<file path="config.mk">
export PLATFORM = sky130hd
export DESIGN_NAME = gp_port
export DESIGN_NICKNAME = d
export VERILOG_FILES = /design/src/hdl/gp_unused_guard.sv /design/src/hdl/gp_pkg.sv /design/src/hdl/gp_sync.sv /design/src/hdl/gp_edge.sv /design/src/hdl/gp_port.sv
export SDC_FILE = /design/constraint.sdc
export NUM_CORES = 1
export LEC_CHECK = 0
export BUFFER_PORTS_ARGS = -buffer_cell sky130_fd_sc_hd__buf_2
export CAP_MARGIN = 30
export CORE_MARGIN = 2
export CORE_UTILIZATION = 45
export CTS_BUF_LIST = sky130_fd_sc_hd__clkbuf_16
export DETAILED_ROUTE_END_ITERATION = 6
export HOLD_SLACK_MARGIN = 0.1
export PLACE_DENSITY = 0.69
export RECOVER_POWER = 50
export SETUP_SLACK_MARGIN = 0.5
export SLEW_MARGIN = 10
export SYNTH_ARGS = -nofsm -noshare
export SYNTH_HDL_FRONTEND = slang
export SYNTH_SLANG_ARGS = --single-unit
</file>
<file path="constraint.sdc">
create_clock -name pclk -period 4.5 [get_ports pclk]
set_input_delay 0.9 -clock pclk [delete_from_list [all_inputs] [get_ports pclk]]
set_output_delay 0.9 -clock pclk [all_outputs]
set_load 0.05 [all_outputs]
</file>
<file path="src/hdl/gp_unused_guard.sv">
// Reserved empty file slot intentionally unused
`timescale 1ns/1ps
`default_nettype none
`default_nettype wire

</file>
<file path="src/hdl/gp_pkg.sv">
// Shared constants, register map and carrier types of the eight-pin port block
package gp_pkg;

  // ----------------------------------------------------------------
  // Sizes
  // ----------------------------------------------------------------
  localparam int unsigned GP_PINS   = 8;
  localparam int unsigned GP_VECS   = 7;
  localparam int unsigned GP_MAP_W  = 3;
  localparam int unsigned GP_SENS_W = 2;

  // ----------------------------------------------------------------
  // Register byte addresses
  // ----------------------------------------------------------------
  localparam logic [7:0] GP_ADDR_LATCH = 8'h00;
  localparam logic [7:0] GP_ADDR_DIR   = 8'h04;
  localparam logic [7:0] GP_ADDR_OPT   = 8'h08;
  localparam logic [7:0] GP_ADDR_SENSE = 8'h0C;
  localparam logic [7:0] GP_ADDR_MAP   = 8'h10;
  localparam logic [7:0] GP_ADDR_CTRL  = 8'h14;

  // ----------------------------------------------------------------
  // Reset values and field positions
  // ----------------------------------------------------------------
  localparam logic [7:0]  GP_RST_PORT  = 8'h00;
  localparam logic [13:0] GP_RST_SENSE = 14'h0000;
  localparam logic [23:0] GP_RST_MAP   = 24'h000000;
  localparam logic        GP_RST_IMASK = 1'b1;
  localparam int unsigned GP_CTRL_IMASK_BIT = 0;
  localparam logic [2:0]  GP_MAP_NONE  = 3'h7;

  // Sensitivity codes
  localparam logic [1:0] GP_SENS_FALL_LOW = 2'h0;
  localparam logic [1:0] GP_SENS_RISE     = 2'h1;
  localparam logic [1:0] GP_SENS_FALL     = 2'h2;
  localparam logic [1:0] GP_SENS_BOTH     = 2'h3;

  // ----------------------------------------------------------------
  // Carrier types
  // ----------------------------------------------------------------
  typedef struct packed {
    logic [7:0] out_en;
    logic [7:0] out;
  } gp_af_t;

  typedef struct packed {
    logic [7:0] out;
    logic [7:0] oe_n;
    logic [7:0] pullup_en;
  } gp_pad_t;

  typedef struct packed {
    logic [7:0]  latch;
    logic [7:0]  dir;
    logic [7:0]  opt;
    logic [13:0] sense;
    logic [23:0] map;
    logic        imask;
    logic [31:0] prdata;
    logic        pslverr;
  } gp_regs_t;

  typedef struct packed {
    logic [7:0] s1;
    logic [7:0] s2;
  } gp_sync_t;

  typedef struct packed {
    logic prev;
    logic pending;
  } gp_edge_t;

endpackage : gp_pkg

</file>
<file path="src/hdl/gp_sync.sv">
// Two-stage synchroniser for the eight pin levels
`timescale 1ns/1ps
`default_nettype none
module gp_sync
  import gp_pkg::*;
(
  // Clock and reset
  input  wire logic       pclk,
  input  wire logic       presetn,
  // Levels
  input  wire logic [7:0] async_in,
  output logic      [7:0] sync_out
);

  gp_sync_t st;
  gp_sync_t next_st;

  // Only the second stage reads the first one
  always_comb
  begin
    next_st.s1 = async_in;
    next_st.s2 = st.s1;
  end

  always_ff @(posedge pclk or negedge presetn)
  begin
    if (!presetn)
      st <= '0;
    else
      st <= next_st;
  end

  assign sync_out = st.s2;

endmodule : gp_sync
`default_nettype wire

</file>
<file path="src/hdl/gp_edge.sv">
// Request latch with edge or level sensitivity for one external interrupt vector
`timescale 1ns/1ps
`default_nettype none
module gp_edge
  import gp_pkg::*;
(
  // Clock and reset
  input  wire logic       pclk,
  input  wire logic       presetn,
  // Source and control
  input  wire logic       level,
  input  wire logic [1:0] sense,
  input  wire logic       fetch,
  input  wire logic       clear,
  // Request
  output logic            pending
);

  gp_edge_t st;
  gp_edge_t next_st;
  logic     rise;
  logic     fall;
  logic     set;

  always_comb
  begin
    rise = !st.prev && level;
    fall = st.prev && !level;
    case (sense)
      GP_SENS_FALL_LOW: set = fall || !level;
      GP_SENS_RISE:     set = rise;
      GP_SENS_FALL:     set = fall;
      GP_SENS_BOTH:     set = rise || fall;
      default:          set = 1'b0;
    endcase
    next_st.prev = level;
    // A new event wins over a clear in the same cycle
    next_st.pending = set || (st.pending && !fetch && !clear);
  end

  always_ff @(posedge pclk or negedge presetn)
  begin
    if (!presetn)
      st <= '{prev: 1'b1, pending: 1'b0};
    else
      st <= next_st;
  end

  assign pending = st.pending;

  a_fetch_clears: assert property (@(posedge pclk) disable iff (!presetn)
    (fetch && !set) |=> !pending) else $error("request survived vector fetch");

  a_sense_clears: assert property (@(posedge pclk) disable iff (!presetn)
    (clear && !set) |=> !pending) else $error("request survived sensitivity change");

  a_fall_sets: assert property (@(posedge pclk) disable iff (!presetn)
    (sense == GP_SENS_FALL && st.prev && !level) |=> pending ##0 $past(level) == 1'b0)
    else $error("falling edge not latched");

  a_rise_only: assert property (@(posedge pclk) disable iff (!presetn)
    (sense == GP_SENS_RISE && !st.pending && !(!st.prev && level)) |=> !pending)
    else $error("request without rising edge");

endmodule : gp_edge
`default_nettype wire

</file>
<file path="src/hdl/gp_port.sv">
// Eight-pin port with direction, option and data latches, pin drive and external interrupts
`timescale 1ns/1ps
`default_nettype none
module gp_port
  import gp_pkg::*;
(
  // Clock and reset
  input  wire logic        pclk,
  input  wire logic        presetn,
  // APB slave
  input  wire logic        psel,
  input  wire logic        penable,
  input  wire logic        pwrite,
  input  wire logic [7:0]  paddr,
  input  wire logic [31:0] pwdata,
  input  wire logic [3:0]  pstrb,
  output logic             pready,
  output logic      [31:0] prdata,
  output logic             pslverr,
  // Pins
  input  wire logic [7:0]  pin_in,
  output gp_pkg::gp_pad_t  pad,
  // Peripheral alternate functions
  input  wire gp_pkg::gp_af_t af,
  output logic      [7:0]  af_in,
  // CPU interrupt side
  input  wire logic [6:0]  vec_fetch,
  output logic      [6:0]  irq_req,
  output logic             wake
);

  // ----------------------------------------------------------------
  // State and nets
  // ----------------------------------------------------------------
  gp_regs_t    st;
  gp_regs_t    next_st;
  logic [7:0]  pin_sync;
  logic [7:0]  irq_pin_en;
  logic [7:0]  drive_val;
  logic [7:0]  read_val;
  logic [6:0]  vec_src;
  logic [6:0]  sense_clr;
  logic [6:0]  pending;
  logic        setup;
  logic        access;
  logic        wr_en;
  logic        addr_ok;
  logic        wr_sense;

  // ----------------------------------------------------------------
  // Pin input synchroniser
  // ----------------------------------------------------------------
  gp_sync u_sync (
    .pclk     (pclk),
    .presetn  (presetn),
    .async_in (pin_in),
    .sync_out (pin_sync)
  );

  // ----------------------------------------------------------------
  // Per-pin drive, read and peripheral input
  // ----------------------------------------------------------------
  genvar gi;
  generate
    for (gi = 0; gi < GP_PINS; gi++)
    begin : g_pin
      // A peripheral output takes priority over the port programming
      assign drive_val[gi] = af.out_en[gi] ? af.out[gi] : st.latch[gi];
      // Low enable means driven; open-drain releases the pin on a one
      assign pad.oe_n[gi] = !(af.out_en[gi] ||
                              (st.dir[gi] && (st.opt[gi] || !st.latch[gi])));
      assign pad.out[gi] = drive_val[gi];
      assign pad.pullup_en[gi] = !st.dir[gi] && st.opt[gi] && !af.out_en[gi];
      assign irq_pin_en[gi] = !st.dir[gi] && st.opt[gi] && !af.out_en[gi];
      assign read_val[gi] = af.out_en[gi] ? af.out[gi] :
                            (st.dir[gi] ? st.latch[gi] : pin_sync[gi]);
      assign af_in[gi] = st.dir[gi] ? st.latch[gi] : pin_sync[gi];
    end
  endgenerate

  // ----------------------------------------------------------------
  // External interrupt vectors
  // ----------------------------------------------------------------
  genvar gv;
  generate
    for (gv = 0; gv < GP_VECS; gv++)
    begin : g_vec
      // Shared pins are ANDed; a vector with no enabled pin idles high
      always_comb
      begin
        vec_src[gv] = 1'b1;
        for (int p = 0; p < GP_PINS; p++)
        begin
          if (irq_pin_en[p] && st.map[p*GP_MAP_W +: GP_MAP_W] == 3'(gv))
            vec_src[gv] = vec_src[gv] & pin_sync[p];
        end
      end

      assign sense_clr[gv] = wr_sense &&
        (pwdata[gv*GP_SENS_W +: GP_SENS_W] != st.sense[gv*GP_SENS_W +: GP_SENS_W]);

      gp_edge u_edge (
        .pclk    (pclk),
        .presetn (presetn),
        .level   (vec_src[gv]),
        .sense   (st.sense[gv*GP_SENS_W +: GP_SENS_W]),
        .fetch   (vec_fetch[gv]),
        .clear   (sense_clr[gv]),
        .pending (pending[gv])
      );
    end
  endgenerate

  // The CPU mask gates every request; any unmasked request wakes the device
  assign irq_req = st.imask ? 7'h00 : pending;
  assign wake    = |irq_req;

  // ----------------------------------------------------------------
  // APB slave
  // ----------------------------------------------------------------
  // Read data is captured in the setup cycle, so pready can stay high
  assign setup    = psel && !penable;
  assign access   = psel && penable;
  assign pready   = 1'b1;
  assign wr_en    = access && pwrite && addr_ok;
  assign wr_sense = wr_en && paddr == GP_ADDR_SENSE && pstrb[0] && pstrb[1];
  assign prdata   = st.prdata;
  assign pslverr  = st.pslverr;

  always_comb
  begin
    case (paddr)
      GP_ADDR_LATCH,
      GP_ADDR_DIR,
      GP_ADDR_OPT,
      GP_ADDR_SENSE,
      GP_ADDR_MAP,
      GP_ADDR_CTRL: addr_ok = 1'b1;
      default:      addr_ok = 1'b0;
    endcase
  end

  // ----------------------------------------------------------------
  // Register file
  // ----------------------------------------------------------------
  always_comb
  begin
    next_st = st;
    if (setup)
    begin
      next_st.pslverr = !addr_ok;
      case (paddr)
        GP_ADDR_LATCH: next_st.prdata = {24'h000000, read_val};
        GP_ADDR_DIR:   next_st.prdata = {24'h000000, st.dir};
        GP_ADDR_OPT:   next_st.prdata = {24'h000000, st.opt};
        GP_ADDR_SENSE: next_st.prdata = {18'h00000, st.sense};
        GP_ADDR_MAP:   next_st.prdata = {8'h00, st.map};
        GP_ADDR_CTRL:  next_st.prdata = {31'h00000000, st.imask};
        default:       next_st.prdata = 32'h00000000;
      endcase
    end
    if (wr_en)
    begin
      case (paddr)
        GP_ADDR_LATCH:
        begin
          // Stored whatever the direction, ready for a switch to output
          if (pstrb[0])
            next_st.latch = pwdata[7:0];
        end
        GP_ADDR_DIR:
        begin
          if (pstrb[0])
            next_st.dir = pwdata[7:0];
        end
        GP_ADDR_OPT:
        begin
          if (pstrb[0])
            next_st.opt = pwdata[7:0];
        end
        GP_ADDR_SENSE:
        begin
          // Both low lanes are needed, so a code never splits across writes
          if (pstrb[0] && pstrb[1])
            next_st.sense = pwdata[13:0];
        end
        GP_ADDR_MAP:
        begin
          if (pstrb[0])
            next_st.map[7:0] = pwdata[7:0];
          if (pstrb[1])
            next_st.map[15:8] = pwdata[15:8];
          if (pstrb[2])
            next_st.map[23:16] = pwdata[23:16];
        end
        GP_ADDR_CTRL:
        begin
          if (pstrb[0])
            next_st.imask = pwdata[GP_CTRL_IMASK_BIT];
        end
        default:
        begin
          next_st.pslverr = st.pslverr;
        end
      endcase
    end
  end

  always_ff @(posedge pclk or negedge presetn)
  begin
    if (!presetn)
    begin
      st.latch   <= GP_RST_PORT;
      st.dir     <= GP_RST_PORT;
      st.opt     <= GP_RST_PORT;
      st.sense   <= GP_RST_SENSE;
      st.map     <= GP_RST_MAP;
      st.imask   <= GP_RST_IMASK;
      st.prdata  <= 32'h00000000;
      st.pslverr <= 1'b0;
    end
    else
    begin
      st <= next_st;
    end
  end

  // ----------------------------------------------------------------
  // Checks
  // ----------------------------------------------------------------
  a_push_pull_drive: assert property (@(posedge pclk) disable iff (!presetn)
    (st.dir[0] && st.opt[0] && !af.out_en[0]) |-> (!pad.oe_n[0] && pad.out[0] == st.latch[0]))
    else $error("push-pull pin not driven from latch");

  a_open_drain_float: assert property (@(posedge pclk) disable iff (!presetn)
    (st.dir[1] && !st.opt[1] && !af.out_en[1]) |-> (pad.oe_n[1] == st.latch[1]))
    else $error("open-drain pin drive wrong");

  a_af_override: assert property (@(posedge pclk) disable iff (!presetn)
    af.out_en[2] |-> (!pad.oe_n[2] && pad.out[2] == af.out[2]))
    else $error("peripheral output not on pin");

  a_read_af_out: assert property (@(posedge pclk) disable iff (!presetn)
    (setup && paddr == GP_ADDR_LATCH && !st.dir[3] && af.out_en[3])
      |=> prdata[3] == $past(af.out[3]))
    else $error("read missed peripheral output");

  a_read_pin_in: assert property (@(posedge pclk) disable iff (!presetn)
    (setup && paddr == GP_ADDR_LATCH && !st.dir[4] && !af.out_en[4])
      |=> prdata[4] == $past(pin_sync[4]))
    else $error("input read not pin level");

  a_latch_write: assert property (@(posedge pclk) disable iff (!presetn)
    (access && pwrite && paddr == GP_ADDR_LATCH && pstrb[0])
      |=> st.latch == $past(pwdata[7:0]))
    else $error("latch write lost");

  a_irq_masked: assert property (@(posedge pclk) disable iff (!presetn)
    st.imask |-> irq_req == 7'h00)
    else $error("request passed CPU mask");

  a_af_in_latch: assert property (@(posedge pclk) disable iff (!presetn)
    st.dir[5] |-> af_in[5] == st.latch[5])
    else $error("peripheral input not latch");

  a_wake_follows: assert property (@(posedge pclk) disable iff (!presetn)
    (!st.imask && |pending) |-> wake)
    else $error("no wake on unmasked request");

  a_reset_regs: assert property (@(posedge pclk) disable iff (!presetn)
    $rose(presetn) |-> (st.dir == 8'h00 && st.opt == 8'h00))
    else $error("port registers not cleared");

  a_pslverr_unmapped: assert property (@(posedge pclk) disable iff (!presetn)
    (setup && !addr_ok) |=> pslverr)
    else $error("unmapped access without error");

  a_pslverr_clear: assert property (@(posedge pclk) disable iff (!presetn)
    (setup && addr_ok) |=> !pslverr)
    else $error("mapped access flagged as error");

  a_bad_write_ignored: assert property (@(posedge pclk) disable iff (!presetn)
    (access && pwrite && !addr_ok) |=> $stable(st))
    else $error("unmapped write changed state");

  a_dir_write: assert property (@(posedge pclk) disable iff (!presetn)
    (access && pwrite && paddr == GP_ADDR_DIR && pstrb[0]) |=> st.dir == $past(pwdata[7:0]))
    else $error("direction write lost");

  a_opt_write: assert property (@(posedge pclk) disable iff (!presetn)
    (access && pwrite && paddr == GP_ADDR_OPT && pstrb[0]) |=> st.opt == $past(pwdata[7:0]))
    else $error("option write lost");

  a_sense_lanes: assert property (@(posedge pclk) disable iff (!presetn)
    (access && pwrite && paddr == GP_ADDR_SENSE && !(pstrb[0] && pstrb[1])) |=> $stable(st.sense))
    else $error("sensitivity split across lanes");

  a_map_write: assert property (@(posedge pclk) disable iff (!presetn)
    (access && pwrite && paddr == GP_ADDR_MAP && pstrb == 4'hF) |=> st.map == $past(pwdata[23:0]))
    else $error("pin map write lost");

  a_shared_and: assert property (@(posedge pclk) disable iff (!presetn)
    (irq_pin_en[0] && irq_pin_en[1] && st.map[5:0] == 6'h00 && !pin_sync[1]) |-> !vec_src[0])
    else $error("low shared pin did not mask vector");

  a_af_in_pin: assert property (@(posedge pclk) disable iff (!presetn)
    !st.dir[6] |-> af_in[6] == pin_sync[6])
    else $error("peripheral input not pin level");

  a_read_latch_out: assert property (@(posedge pclk) disable iff (!presetn)
    (setup && paddr == GP_ADDR_LATCH && st.dir[5] && !af.out_en[5]) |=> prdata[5] == $past(st.latch[5]))
    else $error("output read not latch");

  a_pullup_off: assert property (@(posedge pclk) disable iff (!presetn)
    (st.dir[7] || !st.opt[7]) |-> !pad.pullup_en[7])
    else $error("pull-up on outside pull-up input");

endmodule : gp_port
`default_nettype wire

</file>
Word level (Yosys, flattened, before mapping)
Index checks and enable logic that the tools add are counted.
- output and inout port bits: 74
- input bits: 80
- word-level logic and storage cells: 498
- flip-flop bits (word level): 118
- bitwise logic cells: 49
- eq/ne operators: 82
- reductions and logical operators: 248
- mux-type cells: 93
- operators with widths (operator ; number):
    case mux 24 bit (6 select lines) ; 1
    logical AND 1 bit ; 123
    2-to-1 mux 1 bit ; 84
    == test 3 bit (second input constant) ; 24
    logical NOT 1 bit ; 62
    bitwise AND 1 bit ; 49
    == test 3 x 2 -> 1 bit (second input constant) ; 16
    logical OR 1 bit ; 37
    == test 2 bit (second input constant) ; 14
    case mux 1 bit (4 select lines) ; 7
    == test 3 x 1 -> 1 bit (second input constant) ; 8
    logical NOT 3 bit ; 8
    AND reduction 3 bit ; 8
    == test 8 x 4 -> 1 bit (second input constant) ; 2
    == test 8 x 5 -> 1 bit (second input constant) ; 2
    == test 2 x 1 -> 1 bit (second input constant) ; 7
    logical NOT 2 bit ; 7
    inequality test 2 bit ; 7
    == test 8 x 3 -> 1 bit (second input constant) ; 1
    logical NOT 8 bit ; 1
    2-to-1 mux 7 bit ; 1
    OR reduction 7 bit ; 1
    OR reduction 6 bit ; 1
    inequality test 2 bit (second input constant) ; 1

Depth between registers and ports, before layout
Gate-level depths: netlist (run 1).
- depth in word-level cells: 24
- gate-level depth with buffers: 8
- depth with buffers taken out: 6

By module
From an unflattened synthesis (run 1), not the netlist that was laid out.
- cell total of the unflattened synthesis: 600
- area, all modules: 6703.9 µm²
- modules (own cells, without submodules) (module ; times used ; area each (µm²) ; seq. area each (µm²) ; cells each):
    gp_port ; 1 ; 5305.1 ; 2203.4 ; 486
    gp_edge ; 7 ; 142.6 ; 51.3 ; 14
    gp_sync ; 1 ; 400.4 ; 400.4 ; 16

Least setup slack after synthesis (run 1)
OpenSTA, ideal clock, no wires.
- path kind: register to output
- from: register st[33] (netlist bit)
- to: output wake
- buffers on the path: 1
- arrival: 2.211 ns
- cell stages (with the launch flop): 5
- path slack: 1.389 ns
- cells stage by stage: dfstp_2 > clkbuf_1 > nor2_1 > or4_1 > or4_1
- word-level cells in the longest chain between the ends: 2
- ends and longest elaborated chain (item ; line ; source):
    start: declaration ; gp_port.sv:35 ; gp_regs_t st;
    start signal: assignment ; gp_port.sv:224 ; st <= next_st;
    2-to-1 mux 7 bit ; gp_port.sv:115 ; assign irq_req = st.imask ? 7'h00 : pending;
    named net irq_req[2] ; gp_port.sv:28 ; output logic [6:0] irq_req,
    OR reduction 7 bit ; gp_port.sv:116 ; assign wake = |irq_req;
    end: declaration ; gp_port.sv:29 ; output logic wake
The timed path passes the listed nets, and every way through them passes these cells.

Worst setup path after layout (run 1)
- from: register st[33] (netlist bit)
- to: output wake
- word-level cells in the longest chain between the ends: 2
- ends and longest elaborated chain (item ; line):
    2-to-1 mux 7 bit ; gp_port.sv:115
    OR reduction 7 bit ; gp_port.sv:116
No other way between the ends.

==> key figures, run 1 <==
Final layout
  • Layout Area Growth over Synthesis: 19.4%
  • N_diodes: 0
  • Cell area after layout: 7950 sq um
  • Reg area: 2960 sq um
  • Fill count: 1302
  • Area of the multi-input gates: 3270 sq um
  • Share of layout cells above drive strength 1: 34.2%
  • Final #Nets: 860

Logic synthesis
  • Post-synth EDFFs: 0
  • Top_reg_cell synth: dfrtp_1
  • Synthesized instance count: 639
  • Synth Area per Inst: 10.4 sq um
  • Mux cell area share after synthesis: 14.5%
  • Main combinational cell family by area after synthesis: simple AND/OR/NAND/NOR gates
  • Synth top area share: 41.4%
  • Async SR Flop Fraction: 100%
  • Synthesized cell area: 6660 sq um
  • Synth Register Bits: 118
  • Adder-Cell Fraction of Synth Area: 3.95%
  • Synth warn: 0
  • Post-synthesis compound-gate area fraction: 10.6%
  • Post-synth top cells: dfrtp_1, mux2_2, nand2_1
  • Synth area leader: dfrtp_1
  • Simple-Gate Fraction of Synth Area: 16.8%
  • Seq/Total Area, Yosys: 44.5%
  • Library cells used by synthesis: 56
  • Area contributors post-synth: dfrtp_1, mux2_2, buf_4, ha_1, dfstp_2
  • Most common cell in the synthesized netlist: dfrtp_1
  • Synth Area in XOR/XNOR: 2.76%

Clock tree
  • Cts hold-fix bufs: 0
  • CTS sink cnt: 118
  • TritonCTS buffer count: 17
  • CTS tree: built
  • Clock buffer depth: 2
  • CTS clk-pin slew, worst paths: 0.06 ns
  • Clock root buffer: clkbuf_16
  • Post-cts sizing count: 0
  • H-tree levels: 4
  • Clk Latency, worst-skew pair: 0.42 ns
  • Total setup buffers inserted after CTS: 0

STA
  • Final setup TNS: 0 ns
  • RSZ-0062 raised after global routing: false
  • Worst Tran Pin Value: 0.924 ns
  • Setup violators final: 0
  • Relative max-transition margin: 37.5%
  • F_max: 316 MHz
  • Final-report hold violation count: 0
  • Period utilisation layout: 70.3%
  • Clk_skew: 0.00767 ns
  • Fin. max-slew vios: 0
  • Period minus WS final: 3.16 ns

Drt
  • DRT Pass-1 Iters: 5
  • DR iter-0 viols: 234
  • # DRC: 0
  • WL per Instance: 18.7 microns
  • Antenna viol nets, final: 0
  • Vias per inst: 5.55
  • Routed wire length: 17900 microns
  • Vias: 5305

Setup path
  • Slowest cell on crit path: dfstp_2
  • CP startpoint kind: register
  • Worst setup path class: register to output pin
  • Worst Path Max Fanout: 9
  • Top cell by count, worst path: or4_1
  • FF-to-FF End: g_vec[2].u_edge.pending
  • R2R setup slack: 1.72 ns
  • Crit end category: output pin
  • Worst-path cell chain: nor2_1 > or4_1 > or4_1 > buf_2
  • Reg-to-reg startpoint: st[82]
  • WP data arrival: 2.26 ns
  • Required @ worst endpoint: 3.60 ns
  • Slowest stage delay, CP: 0.62 ns
  • R2R cell count: 6

Floorplanning
  • Die Width: 126 microns
  • Die ar.: 15800 sq um
  • Core Rows: 44
  • Initial Util: 46.0%
  • Total I/O pin count: 154
  • CORE AREA: 14500 sq um
  • Die Y: 126 microns

Global route
  • Vias in the first global route: 5265
  • Initial antenna violation count: 0
  • Global-route usage over all layers: 23.2%
  • GR Overflow Total: 0
  • Largest net degree at the start of global routing: 62
  • Global-route wire length before repair: 28000 microns

Place
  • DP HPWL: 13500 microns
  • DP Area: 7360 sq um
  • IO buf count: 135
  • GPL Wtd Cong: 0.896

Power
  • Power Dens Cells: 339 nW/um^2
  • Worst VDD drop: 0.000253 V
  • Leak Pwr: 3.68 nW

Min path
  • Min-delay src: u_sync.next_st[3]
  • HP Class: register to register
  • Hold path cells: 0
  • Worst hold endpoint: u_sync.sync_out[3]

Outcome
  • Status: finished, final reports clean

Flow run
  • Max-cap check violation count: 0
==> cell families after synthesis <==
group                      after synthesis
xor gates and xnor gates                21
buffers and inverters                   83
AOI/OAI and AO/OA                      103
DFF                                    118
muxes                                   86
adders and majority gates               21
other                                    2
and+or+nand+nor                        205
==> state kept, by name, indices dropped and copies added, names as in the netlist <==
register,count
g_vec.u_edge.pending,7
g_vec.u_edge.st,7
prdata,24
pslverr,1
st,63
u_sync.next_st,8
u_sync.sync_out,8
==> stage by stage <==
stage / hold WS, ns / power (mW) / setup slack [ns] / instances / utilization [%]
floorplan: 0.331 / 1.25 / 1.39 / 646 / -
global placement: 0.332 / 1.33 / 1.18 / 920 / 50.6
detailed placement: 0.336 / 1.34 / 1.09 / 922 / 50.8
CTS: 0.343 / 2.72 / 1.30 / 954 / 55.0
global route: 0.354 / 2.79 / 1.22 / 956 / 54.9
finish: 0.340 / 2.70 / 1.34 / 956 / 54.9
==> cell usage in the layout, fill, tap and decap left out, types with 4 or more instances in the layout <==
master | Yosys | final
a21oi_1 | 30 | 30
a221oi_1 | 7 | 7
a22oi_1 | 15 | 15
buf_2 | 4 | 119
buf_4 | 35 | 6
clkbuf_1 | 11 | 15
clkbuf_16 | 0 | 17
clkinvlp_4 | 0 | 5
conb_1 | 2 | 9
dfrtp_1 | 110 | 110
dfstp_2 | 8 | 8
ha_1 | 21 | 21
inv_1 | 32 | 32
inv_6 | 0 | 4
mux2_2 | 85 | 85
nand2_1 | 55 | 55
nand2b_1 | 25 | 25
nand3_1 | 17 | 17
nand4b_1 | 6 | 6
nor2_1 | 40 | 40
nor2b_1 | 8 | 8
nor3_1 | 8 | 8
nor3b_1 | 12 | 12
nor4b_1 | 7 | 7
o21ai_0 | 10 | 10
o22ai_1 | 7 | 7
o31ai_1 | 8 | 8
o32ai_1 | 8 | 8
or4_1 | 3 | 4
xnor2_1 | 17 | 17
xor2_1 | 4 | 4
==> where the power goes <==
part	internal, mW	leakage, nW	switching [mW]
clock	0.872	0.282	0.507
sequential	1.08	1.56	0.00982
combinational	0.0630	1.83	0.167
==> critical path: cells and delay by family (launching register included) <==
family,cells,cell delay [ns]
buf+inv,1,0.22
simple gates,3,1.00
flops,1,0.62
==> layer usage <==
metal	vias up	wire, microns	track usage (%)
met1	2626	7590	28.6
met2	177	8960	39.6
met3	26	986	5.65
li1	2476	-	-
met5	-	0	0
met4	0	370	8.50
==> how the worst max path moves through the flow <==
stage	startpoint	to	slack [ns]	cells past startpoint
4_1_cts	st[33]	wake	1.30	4
6_report	st[33]	wake	1.34	4
3_3_place_gp	paddr[5]	st[34]	1.18	6
5_1_grt	st[33]	wake	1.22	4
3_5_place_dp	paddr[5]	st[36]	1.09	6
2_1_floorplan	st[33]	wake	1.39	4
==> final cells by class <==
type / count / share of cell area (%)
Clock buffer: 17 / 5.35
Timing Repair Buffer: 145 / 9.62
Multi-Input combinational cell: 445 / 41.1
Sequential cell: 118 / 37.3
Tap cell: 184 / 2.90
Inverter: 32 / 1.51
Clock inverter: 15 / 2.24
No activity file was read; power rests on OpenSTA's default activity.
==> inputs of run 2 (changes only) <==
- ABC_AREA: unset -> 1
- PLACE_DENSITY: 0.69 -> 0.68
- clock period: 4.5 -> 3.02 ns (I/O delays scaled with it)
==> run 2 against run 1 <==
  * Worst setup slack got worse by 0.72 ns
  * Clock power rose by 50%
  * Synthesized area is 8.0% higher
  * Design area increased by 6.2%
  * Sequential power increased by 49%
  * Synthesized cell count increased by 48%
  * Hold slack got worse by 0.062 ns
  * Cell count is 35% higher
==> key figures, run 2 <==
Drt
  • WL per Instance: 14.4 microns
  • # DRC: 0
  • DRT Pass-1 Iters: 5
  • DR iter-0 viols: 448
  • Routed wire length: 18600 microns
  • Vias per inst: 4.86
  • Vias: 6290
  • Antenna viol nets, final: 0

Final layout
  • Commonest cells after routing, fill and taps aside: nand2_1, inv_1, buf_2
  • Biggest regs: st: 63 flops, prdata: 24 flops
  • Final #Nets: 1167
  • N_diodes: 0
  • Max reg flops: 63
  • Fill count: 1540
  • Fin cells: 1295
  • Most common cell after layout, fill and taps aside: nand2_1
  • Top reg by flops: st
  • Share of layout cells above drive strength 1: 22.4%
  • Layout Area Growth over Synthesis: 17.4%

Logic synthesis
  • Main combinational cell family by area after synthesis: simple AND/OR/NAND/NOR gates
  • Area contributors post-synth: dfrtp_1, nand2_1, inv_1, nor2_1, o21ai_2
  • Synth Area per Inst: 7.60 sq um
  • Async SR Flop Fraction: 100%
  • Synth top area share: 38.3%
  • Top_reg_cell synth: dfrtp_1
  • Synth area leader: dfrtp_1
  • Synth Register Bits: 118
  • Synth Area in XOR/XNOR: 0.853%
  • Mux cell area share after synthesis: 0%
  • Seq/Total Area, Yosys: 41.2%
  • Adder-Cell Fraction of Synth Area: 3.65%
  • Post-synthesis compound-gate area fraction: 15.0%
  • Post-synth EDFFs: 0
  • Synthesized cell area: 7190 sq um
  • Post-synth top cells: nand2_1, inv_1, dfrtp_1
  • Most common cell in the synthesized netlist: nand2_1
  • Synthesized instance count: 946
  • Library cells used by synthesis: 40
  • Simple-Gate Fraction of Synth Area: 26.5%
  • Synth warn: 0

Setup path
  • Worst-path cell chain: inv_1 > nand2_1 > nor2_1 > buf_2
  • Worst Path Max Fanout: 8
  • Slowest stage delay, CP: 0.43 ns
  • CP startpoint kind: register
  • Required @ worst endpoint: 2.42 ns
  • Crit end category: output pin
  • WP data arrival: 1.80 ns
  • Worst setup path class: register to output pin
  • Slowest cell on crit path: dfrtp_1

Global route
  • Largest net degree at the start of global routing: 51
  • Vias in the first global route: 5845
  • Global-route usage over all layers: 23.0%
  • GR Overflow Total: 0
  • Global-route wire length before repair: 29500 microns
  • Initial antenna violation count: 0

Flow run
  • Max-cap check violation count: 0

Clock tree
  • CTS tree: built
  • Cts hold-fix bufs: 0
  • Clock buffer depth: 2
  • Post-cts sizing count: 1
  • H-tree levels: 4
  • CTS sink cnt: 118
  • TritonCTS buffer count: 17
  • Clk Latency, worst-skew pair: 0.43 ns
  • CTS clk-pin slew, worst paths: 0.06 ns
  • Clock root buffer: clkbuf_16
  • Total setup buffers inserted after CTS: 0

Floorplanning
  • Core Rows: 46
  • Total I/O pin count: 154
  • Die Y: 130 microns
  • Initial Util: 45.6%
  • CORE AREA: 15800 sq um
  • Die ar.: 17000 sq um
  • Die Width: 130 microns

STA
  • Period minus WS final: 2.40 ns
  • Period utilisation layout: 79.5%
  • Final setup TNS: 0 ns
  • Worst Slack Setup Final: 0.618 ns
  • Relative max-transition margin: 19.6%
  • Clk_skew: 0.0113 ns
  • Setup violators final: 0
  • RSZ-0062 raised after global routing: false
  • Worst Tran Pin Value: 1.21 ns
  • F_max: 416 MHz
  • Fin. max-slew vios: 0
  • Final-report hold violation count: 0

Outcome
  • Status: finished, final reports clean

Min path
  • HP Class: input port to register

Power
  • Worst VDD drop: 0.000364 V
  • Power Dens Cells: 481 nW/um^2
  • Overall Power: 4.06 mW
  • Leak Pwr: 4.56 nW

Place
  • Pre-CTS setup slack: 0.767 ns
  • DP HPWL: 13900 microns
  • IO buf count: 135
  • GPL Wtd Cong: 0.867
  • Cells after DPL: 1263
run 2: changes by cell type after synthesis, sizes merged, moves of 9 or more:
cell    delta
nand2    +203
inv      +110
mux2      -85
o21ai     +78
nor2      +74
nand3     +29
nand2b    -25
xnor2     -17
a22oi     -15
a21oi     -13
nor3b     -12
o211ai    +12
o21bai     +9
run 2: final cells by class:
class                      instances  area, sq um  share of cell area, %
tap                              216          270                   3.20
clock buffer                      17          425                   5.04
timing repair buffer             146          744                   8.82
multi-input combinational        639         3320                   39.4
clock inverter                    15          171                   2.03
inverter                         144          541                   6.41
sequential                       118         2960                   35.1
run 2: worst paths after layout:
kind	to	cells past startpoint	slack, ns	from
max reg2reg	g_vec[4].u_edge.pending	10	1.23	st[81]
max in group asynchronous	st[66]	2	0.84	presetn
min	u_sync.next_st[2]	1	0.28	pin_in[2]
min reg2reg	u_sync.sync_out[3]	0	0.35	u_sync.next_st[3]
max	pad[1]	4	0.62	st[81]
min in group asynchronous	u_sync.next_st[7]	1	0.40	presetn
run 2: logic make-up (layout without fill, tap and decap cells):
family,Yosys count,count (layout)
other cells,2,9
compound gates,163,163
buf+inv,196,322
simple gates,439,439
fa+ha+maj,21,21
flops,118,118
xor+xnor,7,7
run 2: metrics by stage:
stage	hold slack [ns]	util (%)	cell area [sq um]
after CTS	0.211	53.9	8490
final	0.278	53.5	8440
after global routing	0.266	53.5	8440
after detailed placement	0.335	50.0	7890
after global placement	0.333	50.0	7890
after floorplan	0.308	-	7220
run 2: report_power, final:
| group | leakage, nW | internal (mW) | switching, mW |
|---|---|---|---|
| clock | 0.303 | 1.35 | 0.715 |
| sequential | 1.56 | 1.61 | 0.0170 |
| combinational | 2.69 | 0.0889 | 0.280 |
run 2: critical path: cells and delay by family (launching register included):
kind,cells,cell delay (ns)
buf+inv,2,0.46
simple gates,2,0.47
flops,1,0.43
run 2: layer usage:
metal | track usage (%) | share of wire [%] | wire (microns)
met5 | 0 | 0 | 0
met4 | 9.32 | 2.7 | 498
met3 | 4.68 | 5.2 | 963
met2 | 36.3 | 46 | 8610
met1 | 31.1 | 46 | 8550
